File: config.mk
export PLATFORM = sky130hd
export DESIGN_NAME = sbcd_top
export DESIGN_NICKNAME = d
export VERILOG_FILES = /design/src/core/sbcd_pkg.sv /design/src/core/sbcd_cmd_class.sv /design/src/core/sbcd_bus_range.sv /design/src/core/sbcd_top.sv
export VERILOG_INCLUDE_DIRS = /design/src /design/src/core
export SDC_FILE = /design/constraint.sdc
export NUM_CORES = 1
export LEC_CHECK = 0
export ABC_AREA = 1
export BUFFER_PORTS_ARGS = -buffer_cell sky130_fd_sc_hd__buf_2
export CAP_MARGIN = 20
export CORE_ASPECT_RATIO = 1.25
export CORE_MARGIN = 2
export CORE_UTILIZATION = 58
export DETAILED_ROUTE_END_ITERATION = 12
export GPL_TIMING_DRIVEN = 0
export MAX_ROUTING_LAYER = met4
export PLACE_DENSITY = 0.83
export SKIP_CTS_REPAIR_TIMING = 1
export SYNTH_ARGS = -nofsm -noshare
export SYNTH_HDL_FRONTEND = slang
export SYNTH_SLANG_ARGS = --single-unit
File: constraint.sdc
create_clock -name I_CORE_CLK -period 2.7 [get_ports I_CORE_CLK]
set_clock_uncertainty 0.05 [all_clocks]
set_input_delay 0.135 -clock I_CORE_CLK [delete_from_list [all_inputs] [get_ports I_CORE_CLK]]
set_output_delay 0.135 -clock I_CORE_CLK [all_outputs]
set_load 0.05 [all_outputs]
File: src/core/sbcd_cfg.svh
// Purpose: constants for the secondary bus command decoder
// Assumes: included by bare name from the command class and top design files
// Notes: command codes, address field positions, header layout
`ifndef SBCD_CFG_SVH
`define SBCD_CFG_SVH

// ****************************************
// command codes
// ****************************************
`define SBCD_CMD_INTACK 4'h0
`define SBCD_CMD_SPECIAL 4'h1
`define SBCD_CMD_IO_RD 4'h2
`define SBCD_CMD_IO_WR 4'h3
`define SBCD_CMD_MEM_RD 4'h6
`define SBCD_CMD_MEM_WR 4'h7
`define SBCD_CMD_CFG_RD 4'hA
`define SBCD_CMD_CFG_WR 4'hB
`define SBCD_CMD_MEM_RD_MUL 4'hC
`define SBCD_CMD_DAC 4'hD
`define SBCD_CMD_MEM_RD_LINE 4'hE
`define SBCD_CMD_MEM_WR_INV 4'hF

// ****************************************
// configuration address fields
// ****************************************
`define SBCD_CFG_TYPE_F 1:0
`define SBCD_CFG_TYPE0 2'h0
`define SBCD_CFG_TYPE1 2'h1
`define SBCD_CFG_FN_F 10:8
`define SBCD_CFG_DEV_F 15:11
`define SBCD_CFG_BUS_F 23:16
`define SBCD_SC_DEV 5'h1F
`define SBCD_SC_FN 3'h7

// ****************************************
// configuration header layout
// ****************************************
`define SBCD_HDR_BYTES 64
`define SBCD_HDR_WORDS 16
`define SBCD_ID_IDX 4'h0
`define SBCD_CLASS_IDX 4'h2
`define SBCD_BUSNUM_IDX 4'h6
`define SBCD_PRI_BUS_F 7:0
`define SBCD_SEC_BUS_F 15:8
`define SBCD_SUB_BUS_F 23:16
`define SBCD_HDR_RESET 32'h0000_0000

`endif

File: src/core/sbcd_pkg.sv
// Purpose: types for the secondary bus command decoder
// Assumes: used only by package-qualified names
// Notes: states are one-hot
package sbcd_pkg;

	typedef enum logic [3:0] {
		ST_IDLE = 4'h1,
		ST_DAC = 4'h2,
		ST_DECIDE = 4'h4,
		ST_BUSY = 4'h8
	} sbcd_state_t;

	typedef enum logic [2:0] {
		CL_IGNORE = 3'h0,
		CL_SPECIAL = 3'h1,
		CL_IO = 3'h2,
		CL_MEM = 3'h3,
		CL_CFGWR = 3'h4
	} sbcd_class_t;

	typedef enum logic [1:0] {
		KIND_IO = 2'h0,
		KIND_MEM = 2'h1,
		KIND_SPECIAL = 2'h2,
		KIND_TYPE1 = 2'h3
	} sbcd_kind_t;

endpackage

File: src/core/sbcd_cmd_class.sv
// Purpose: sorts a bus command code into a decode class
// Assumes: code is stable while the class is used
// Notes: purely combinational
`timescale 1ns/100ps
`include "sbcd_cfg.svh"

module sbcd_cmd_class (
	// command in
	input wire logic [3:0] i_cmd,
	// class out
	output sbcd_pkg::sbcd_class_t o_class
);

	always_comb begin
		case (i_cmd)
			`SBCD_CMD_SPECIAL: o_class = sbcd_pkg::CL_SPECIAL;
			`SBCD_CMD_IO_RD,
			`SBCD_CMD_IO_WR: o_class = sbcd_pkg::CL_IO;
			`SBCD_CMD_MEM_RD,
			`SBCD_CMD_MEM_WR,
			`SBCD_CMD_MEM_RD_MUL,
			`SBCD_CMD_MEM_RD_LINE,
			`SBCD_CMD_MEM_WR_INV: o_class = sbcd_pkg::CL_MEM;
			`SBCD_CMD_CFG_WR: o_class = sbcd_pkg::CL_CFGWR;
			// interrupt acknowledge, config read, reserved and a nested dac
			default: o_class = sbcd_pkg::CL_IGNORE;
		endcase
	end

endmodule // sbcd_cmd_class

File: src/core/sbcd_bus_range.sv
// Purpose: tests whether a bus number lies in an inclusive range
// Assumes: low bound not above high bound when software set it up
// Notes: an inverted range matches nothing
`timescale 1ns/100ps

module sbcd_bus_range (
	// operands
	input wire logic [7:0] i_bus,
	input wire logic [7:0] i_low,
	input wire logic [7:0] i_high,
	// result
	output logic o_in_range
);

	assign o_in_range = (i_bus >= i_low) && (i_bus <= i_high);

endmodule // sbcd_bus_range

File: src/core/sbcd_top.sv
// Purpose: decides which secondary bus commands the bridge claims and forwards
// Assumes: window decode logic answers the lookup in the same cycle
// Notes: pins are synchronised, so a decision lands four edges after frame start, five for a dual address cycle
`timescale 1ns/100ps
`include "sbcd_cfg.svh"

module sbcd_top #(
	parameter logic [15:0] VENDOR_CODE = 16'h0A5A, // arbitrary value
	parameter logic [15:0] DEVICE_CODE = 16'h0C3C, // arbitrary value
	parameter logic [7:0] REVISION_CODE = 8'h01, // arbitrary value
	parameter logic [23:0] CLASS_CODE = 24'h000000
) (
	// clock and reset
	input wire logic I_CORE_CLK,
	input wire logic I_RST,
	// secondary bus pins
	input wire logic I_SEC_FRAME_N,
	input wire logic [31:0] I_SEC_AD,
	input wire logic [3:0] I_SECONDARY_CMD_BYTE_ENABLE,
	// window lookup
	output logic O_LOOKUP_VALID,
	output logic [3:0] O_LOOKUP_CMD,
	output logic [63:0] O_LOOKUP_ADDR,
	input wire logic I_IO_HIT,
	input wire logic I_MEM_HIT,
	// forward request
	output logic O_CLAIM,
	output sbcd_pkg::sbcd_kind_t O_FWD_KIND,
	output logic [3:0] O_FWD_CMD,
	output logic [63:0] O_FWD_ADDR,
	output logic O_FWD_DAC,
	// header access
	input wire logic I_CFG_WR,
	input wire logic [3:0] I_CFG_IDX,
	input wire logic [3:0] I_CFG_BE,
	input wire logic [31:0] I_CFG_WDATA,
	output logic [31:0] O_CFG_RDATA
);

	// ****************************************
	// pin synchronisers
	// ****************************************
	logic frame_s1_r;
	logic frame_s2_r;
	logic frame_prev_r;
	logic [31:0] ad_s1_r;
	logic [31:0] ad_s2_r;
	logic [3:0] cbe_s1_r;
	logic [3:0] cbe_s2_r;
	logic frame_start;

	always_ff @(posedge I_CORE_CLK) begin
		if (I_RST) begin
			frame_s1_r <= 1'b1;
			frame_s2_r <= 1'b1;
			frame_prev_r <= 1'b1;
		end else begin
			frame_s1_r <= I_SEC_FRAME_N;
			frame_s2_r <= frame_s1_r;
			frame_prev_r <= frame_s2_r;
		end
	end

	// address and command lanes travel with frame, same two-stage delay
	always_ff @(posedge I_CORE_CLK) begin
		if (I_RST) begin
			ad_s1_r <= 32'h0000_0000;
			ad_s2_r <= 32'h0000_0000;
			cbe_s1_r <= 4'h0;
			cbe_s2_r <= 4'h0;
		end else begin
			ad_s1_r <= I_SEC_AD;
			ad_s2_r <= ad_s1_r;
			cbe_s1_r <= I_SECONDARY_CMD_BYTE_ENABLE;
			cbe_s2_r <= cbe_s1_r;
		end
	end

	assign frame_start = frame_prev_r && !frame_s2_r;

	// ****************************************
	// configuration header
	// ****************************************
	logic [31:0] hdr_r [0:`SBCD_HDR_WORDS-1];
	logic [31:0] cfg_rdata_r;
	logic [7:0] pri_bus;
	logic [7:0] sec_bus;
	logic [7:0] sub_bus;

	// identity words are read-only; the rest take byte-enabled writes
	always_ff @(posedge I_CORE_CLK) begin
		if (I_RST) begin
			for (int w = 0; w < `SBCD_HDR_WORDS; w++) begin
				hdr_r[w] <= `SBCD_HDR_RESET;
			end
		end else if (I_CFG_WR && I_CFG_IDX != `SBCD_ID_IDX && I_CFG_IDX != `SBCD_CLASS_IDX) begin
			for (int b = 0; b < 4; b++) begin
				if (I_CFG_BE[b]) begin
					hdr_r[I_CFG_IDX][b*8 +: 8] <= I_CFG_WDATA[b*8 +: 8];
				end
			end
		end
	end

	always_ff @(posedge I_CORE_CLK) begin
		if (I_RST) begin
			cfg_rdata_r <= 32'h0000_0000;
		end else begin
			case (I_CFG_IDX)
				`SBCD_ID_IDX: cfg_rdata_r <= {DEVICE_CODE, VENDOR_CODE};
				`SBCD_CLASS_IDX: cfg_rdata_r <= {CLASS_CODE, REVISION_CODE};
				default: cfg_rdata_r <= hdr_r[I_CFG_IDX];
			endcase
		end
	end

	assign O_CFG_RDATA = cfg_rdata_r;
	assign pri_bus = hdr_r[`SBCD_BUSNUM_IDX][`SBCD_PRI_BUS_F];
	assign sec_bus = hdr_r[`SBCD_BUSNUM_IDX][`SBCD_SEC_BUS_F];
	assign sub_bus = hdr_r[`SBCD_BUSNUM_IDX][`SBCD_SUB_BUS_F];

	// ****************************************
	// transaction capture
	// ****************************************
	sbcd_pkg::sbcd_state_t st_r;
	sbcd_pkg::sbcd_state_t st_nxt;
	logic [3:0] cmd_r;
	logic [31:0] addr_lo_r;
	logic [31:0] addr_hi_r;
	logic dac_r;

	always_comb begin
		st_nxt = st_r;
		case (st_r)
			sbcd_pkg::ST_IDLE: begin
				if (frame_start && cbe_s2_r == `SBCD_CMD_DAC) begin
					st_nxt = sbcd_pkg::ST_DAC;
				end else if (frame_start) begin
					st_nxt = sbcd_pkg::ST_DECIDE;
				end
			end
			sbcd_pkg::ST_DAC: begin
				// a frame that dies in the second address phase is dropped
				st_nxt = frame_s2_r ? sbcd_pkg::ST_IDLE : sbcd_pkg::ST_DECIDE;
			end
			sbcd_pkg::ST_DECIDE: st_nxt = sbcd_pkg::ST_BUSY;
			sbcd_pkg::ST_BUSY: st_nxt = frame_s2_r ? sbcd_pkg::ST_IDLE : sbcd_pkg::ST_BUSY;
			default: st_nxt = sbcd_pkg::ST_IDLE;
		endcase
	end

	always_ff @(posedge I_CORE_CLK) begin
		if (I_RST) begin
			st_r <= sbcd_pkg::ST_IDLE;
		end else begin
			st_r <= st_nxt;
		end
	end

	// dac carries the low address first, then the high address and real command
	always_ff @(posedge I_CORE_CLK) begin
		if (I_RST) begin
			cmd_r <= 4'h0;
			addr_lo_r <= 32'h0000_0000;
			addr_hi_r <= 32'h0000_0000;
			dac_r <= 1'b0;
		end else if (st_r == sbcd_pkg::ST_IDLE && frame_start) begin
			cmd_r <= cbe_s2_r;
			addr_lo_r <= ad_s2_r;
			addr_hi_r <= 32'h0000_0000;
			dac_r <= (cbe_s2_r == `SBCD_CMD_DAC);
		end else if (st_r == sbcd_pkg::ST_DAC) begin
			cmd_r <= cbe_s2_r;
			addr_hi_r <= ad_s2_r;
		end
	end

	assign O_LOOKUP_VALID = (st_r == sbcd_pkg::ST_DECIDE);
	assign O_LOOKUP_CMD = cmd_r;
	assign O_LOOKUP_ADDR = {addr_hi_r, addr_lo_r};

	// ****************************************
	// decode decision
	// ****************************************
	sbcd_pkg::sbcd_class_t cls;
	logic tgt_in_range;
	logic is_type0;
	logic is_type1;
	logic sc_req;
	logic claim_nxt;
	sbcd_pkg::sbcd_kind_t kind_nxt;
	logic [3:0] fwd_cmd_nxt;
	logic claim_r;
	sbcd_pkg::sbcd_kind_t kind_r;
	logic [3:0] fwd_cmd_r;
	logic [63:0] fwd_addr_r;
	logic fwd_dac_r;

	sbcd_cmd_class u_cmd_class (
		.i_cmd(cmd_r),
		.o_class(cls)
	);

	sbcd_bus_range u_bus_range (
		.i_bus(addr_lo_r[`SBCD_CFG_BUS_F]),
		.i_low(sec_bus),
		.i_high(sub_bus),
		.o_in_range(tgt_in_range)
	);

	assign is_type0 = (addr_lo_r[`SBCD_CFG_TYPE_F] == `SBCD_CFG_TYPE0);
	assign is_type1 = (addr_lo_r[`SBCD_CFG_TYPE_F] == `SBCD_CFG_TYPE1);
	assign sc_req = is_type1 && addr_lo_r[`SBCD_CFG_DEV_F] == `SBCD_SC_DEV
		&& addr_lo_r[`SBCD_CFG_FN_F] == `SBCD_SC_FN;

	always_comb begin
		claim_nxt = 1'b0;
		kind_nxt = sbcd_pkg::KIND_MEM;
		fwd_cmd_nxt = cmd_r;
		if (st_r == sbcd_pkg::ST_DECIDE) begin
			case (cls)
				sbcd_pkg::CL_IO: begin
					// io space has no 64-bit form, so io after dac is dropped
					claim_nxt = I_IO_HIT && !dac_r;
					kind_nxt = sbcd_pkg::KIND_IO;
				end
				sbcd_pkg::CL_MEM: begin
					claim_nxt = I_MEM_HIT;
					kind_nxt = sbcd_pkg::KIND_MEM;
				end
				sbcd_pkg::CL_CFGWR: begin
					if (sc_req && !dac_r) begin
						if (addr_lo_r[`SBCD_CFG_BUS_F] == pri_bus) begin
							claim_nxt = 1'b1;
							kind_nxt = sbcd_pkg::KIND_SPECIAL;
							fwd_cmd_nxt = `SBCD_CMD_SPECIAL;
						end else if (!tgt_in_range) begin
							claim_nxt = 1'b1;
							kind_nxt = sbcd_pkg::KIND_TYPE1;
							fwd_cmd_nxt = `SBCD_CMD_CFG_WR;
						end else begin
							claim_nxt = 1'b0;
						end
					end else begin
						claim_nxt = 1'b0;
					end
				end
				sbcd_pkg::CL_SPECIAL: claim_nxt = 1'b0;
				default: claim_nxt = 1'b0;
			endcase
		end
	end

	always_ff @(posedge I_CORE_CLK) begin
		if (I_RST) begin
			claim_r <= 1'b0;
		end else begin
			claim_r <= claim_nxt;
		end
	end

	// forward fields only move on a claim, so they hold for the forwarding logic
	always_ff @(posedge I_CORE_CLK) begin
		if (I_RST) begin
			kind_r <= sbcd_pkg::KIND_MEM;
			fwd_cmd_r <= 4'h0;
			fwd_addr_r <= 64'h0000_0000_0000_0000;
			fwd_dac_r <= 1'b0;
		end else if (claim_nxt) begin
			kind_r <= kind_nxt;
			fwd_cmd_r <= fwd_cmd_nxt;
			fwd_addr_r <= {addr_hi_r, addr_lo_r};
			fwd_dac_r <= dac_r;
		end
	end

	assign O_CLAIM = claim_r;
	assign O_FWD_KIND = kind_r;
	assign O_FWD_CMD = fwd_cmd_r;
	assign O_FWD_ADDR = fwd_addr_r;
	assign O_FWD_DAC = fwd_dac_r;
endmodule // sbcd_top

==> impl_metrics.py <==
metrics = {
    "timing": {
        "maxSlewHeadroom_pct": 19.7,
        "drv_slew": 0,
        "timing.fmax_mhz": 356,
        "period_share_pct": 104,
        "worstMarginPinSlew_ns": 1.21,
        "hold_viol": 0,
        "rsz0062_at_grt": "yes",
        "setup_viol": 1,
        "fin_ws_ns": -0.108,
        "period_needed_ns": 2.81,
        "tns_ns": -0.108,
    },
    "setup_path": {
        "crit_path_start_kind": "flip-flop",
        "cp-end-kind": "output port",
        "cp_slowest_cell": "nor3_4",
        "r2r_start": "hdr_r[6][21]",
        "cp_common_cell": "clkbuf_2",
        "critical_path.startpoint": "st_r[1]",
        "cpLargestDelayFamily": "buffers and inverters",
        "critical_path.cell_chain": "nor2_1 > inv_1 > nor3_4 > clkbuf_2 > clkbuf_2 > buf_2",
        "path_depth": 6,
        "crit_path_end": "O_LOOKUP_VALID",
        "required_ns": 2.52,
        "critPathBufInv": 4,
        "critPathKind": "flip-flop to output port",
        "worstPathArrival_ns": 2.62,
        "r2r_slack_ns": 0.12,
        "r2r_cells": 15,
        "timing.rr.end": "O_FWD_CMD[2]",
        "slowest_delay_ns": 0.44,
        "worstPathMaxFanout": 10,
    },
    "clock_network": {
        "clockBufferDepth": 3,
        "cts.sinks": 755,
        "root_buffer": "clkbuf_16",
        "cts_tree": "yes",
        "insertion_delay_ns": 0.61,
        "htreeDepth": 3,
        "path_clk_slew_ns": 0.06,
        "cts_buffers": 72,
    },
    "synth": {
        "ys_seq_area_share_pct": 67.3,
        "synth_top_family_by_area": "simple AND/OR/NAND/NOR gates",
        "synth_cells": 2861,
        "ys_types": 33,
        "netlist_area_mm2": 0.0299,
        "synth_xor_area_share_pct": 0.235,
        "avgSynthCellArea_um2": 10.4,
        "synth-seq-cells": 755,
        "yosys.area_share.adder_pct": 0.670,
        "synthMuxAreaShare_pct": 0,
        "synth_simple_gate_area_share_pct": 15.6,
        "synth_compound_area_share_pct": 11.2,
        "synth_warnings": 0,
    },
    "drt": {
        "wl_um": 102000,
        "drtPass1Iterations": 9,
        "vias": 24900,
        "highest_layer": "met4",
        "drc": 0,
        "initialDrtViolationCount": 3350,
        "via_per_inst": 6.15,
        "ant_nets": 0,
        "routedWlPerCell_um": 25.4,
        "wl_met1_um": 32000,
        "route.met2.wl_um": 48100,
        "dr_wl_met3_um": 12900,
    },
    "die": {
        "core_area_mm2": 0.0512,
        "dieWidth_um": 207,
        "initial_core_util_pct": 58.4,
        "die_area_mm2": 0.0534,
        "io_pins": 255,
        "rows": 93,
        "die_y_um": 258,
    },
    "worst_hold_path": {
        "min_from": "I_CFG_IDX[2]",
        "hold_class": "input pin to flip-flop",
    },
    "global_routing": {
        "grt_max_degree": 16,
        "grt_pass1_vias": 24200,
        "grt_overflow": 0,
        "grt_use_total_pct": 38.4,
        "antenna_found_initial": 3,
        "grt_pass1_wl_um": 147000,
    },
    "pwr": {
        "leakage_nw": 14.2,
        "totalPowerFinal_mw": 25.9,
        "ir_drop_v": 0.000523,
        "power_density_mw_per_mm2": 732,
    },
    "cells_and_area": {
        "drive_above_1_share_pct": 13.3,
        "stdcell_count": 4041,
        "fillCellCount": 3804,
        "area_delta_synth_final_pct": 18.2,
        "nets": 3409,
        "utilization_pct": 69.0,
    },
    "place": {
        "dp.cells": 3831,
        "routabilityCongestion": 1.01,
        "dp_hpwl_um": 71500,
        "port_buffers": 254,
    },
    "outcome": {
        "violations": "setup timing",
        "status": "finished with violations",
    },
    "run": {
        "max_cap_viol_count": 0,
    },
}
how the worst min path moves through the flow:
stage / depth (start not counted) / end / slack (ns)
finish: 4 / O_CFG_RDATA[4] / 0.05
global route: 4 / O_CFG_RDATA[4] / 0.04
CTS: 2 / frame_s1_r / -0.35
detailed placement: 2 / frame_s1_r / 0.27
global placement: 2 / frame_s1_r / 0.28
floorplan: 1 / frame_s1_r / 0.19
tightest hold or removal path, stage by stage:
cell and delay, ns:
buf_2 0.13, nor2_2 0.14, nand2_1 0.11, a41oi_1 0.12
placed cells by master, fill, tap and decap left out, drive strengths merged, types with 5 or more instances in the layout:
cell / count
nor2: 660
edfxtp: 500
nand2: 383
buf: 314
dfxtp: 255
a21oi: 243
a22oi: 237
clkbuf: 230
inv: 198
dlygate4sd3: 69
conb: 52
nand3: 50
o21ai: 44
nand3b: 33
nor4: 23
clkinv: 19
ha: 16
nor3: 10
xnor2: 8
a41oi: 7
diode: 5
a31oi: 5
flip-flops by register name (all words and copies together) (netlist names), 32 cells and up:
name and cells:
ad_s2_r 32, hdr_r 500, addr_hi_r 32, ad_s1_r 32, O_FWD_ADDR 64, O_CFG_RDATA 32
addr_lo_r 32
layer usage:
metal / up-vias / track usage [%]
li1: 10700 / -
met1: 11700 / 40.2
met2: 2030 / 60.9
met3: 501 / 11.1
met4: 0 / 31.0
met5: - / -
where the power goes:
group	leakage [nW]	switching [mW]	internal [mW]
logic	6.16	1.85	0.593
clock network	1.17	4.45	5.79
registers	6.85	0.270	12.9
cell usage after synthesis:
master / number / share of area, %
a21o_1: 1 / 0.025
a21oi_1: 242 / 4.1
a21oi_2: 1 / 0.029
a22oi_1: 237 / 6.0
a311oi_1: 1 / 0.029
a31oi_1: 5 / 0.10
a41oi_1: 7 / 0.21
buf_1: 11 / 0.14
buf_2: 50 / 0.84
clkbuf_1: 124 / 1.6
clkinv_1: 2 / 0.025
conb_1: 1 / 0.013
dfxtp_1: 255 / 17
edfxtp_1: 500 / 50
ha_1: 16 / 0.67
inv_1: 181 / 2.3
inv_2: 8 / 0.10
nand2_1: 383 / 4.8
nand3_1: 50 / 0.84
nand3b_1: 33 / 0.83
nand4_1: 3 / 0.063
nor2_1: 657 / 8.3
nor2_2: 3 / 0.063
nor3_1: 7 / 0.12
nor3_2: 3 / 0.10
nor4_1: 23 / 0.48
o21a_1: 1 / 0.025
o21ai_0: 43 / 0.72
o21ai_1: 1 / 0.017
o22ai_1: 1 / 0.021
o31a_1: 1 / 0.029
or2_2: 2 / 0.042
xnor2_1: 8 / 0.23
stage by stage:
step,setup WS [ns],hold slack (ns),area [um2]
3_3_place_gp,-0.766,0.277,32200
4_1_cts,-0.650,-0.353,34500
5_1_grt,-0.195,0.0351,35300
6_report,-0.108,0.0512,35300
2_1_floorplan,0.309,0.189,30100
3_5_place_dp,-0.741,0.272,32200
cells by family (layout without fill, tap and decap cells):
kind of cell | Yosys count | in the layout
other | 1 | 57
adder cells (fa/ha/maj) | 16 | 16
AO/OA/AOI/OAI | 541 | 541
buffers and inverters | 376 | 835
XOR/XNOR | 8 | 8
flip-flops | 755 | 755
AND/OR/NAND/NOR | 1164 | 1164
final cells by class:
class / count / area (um2) / share of cell area (%)
Sequential cell: 755 / 20100 / 57.0
Clock buffer: 104 / 2120 / 6.01
Multi-Input combinational cell: 1781 / 8500 / 24.1
Buffer: 185 / 791 / 2.24
Inverter: 191 / 717 / 2.03
Tap cell: 665 / 832 / 2.36
Clock inverter: 30 / 235 / 0.666
Antenna cell: 5 / 12.5 / 0.0354
Timing Repair Buffer: 325 / 1980 / 5.62
Note: power is estimated with default switching activity, not from simulation.
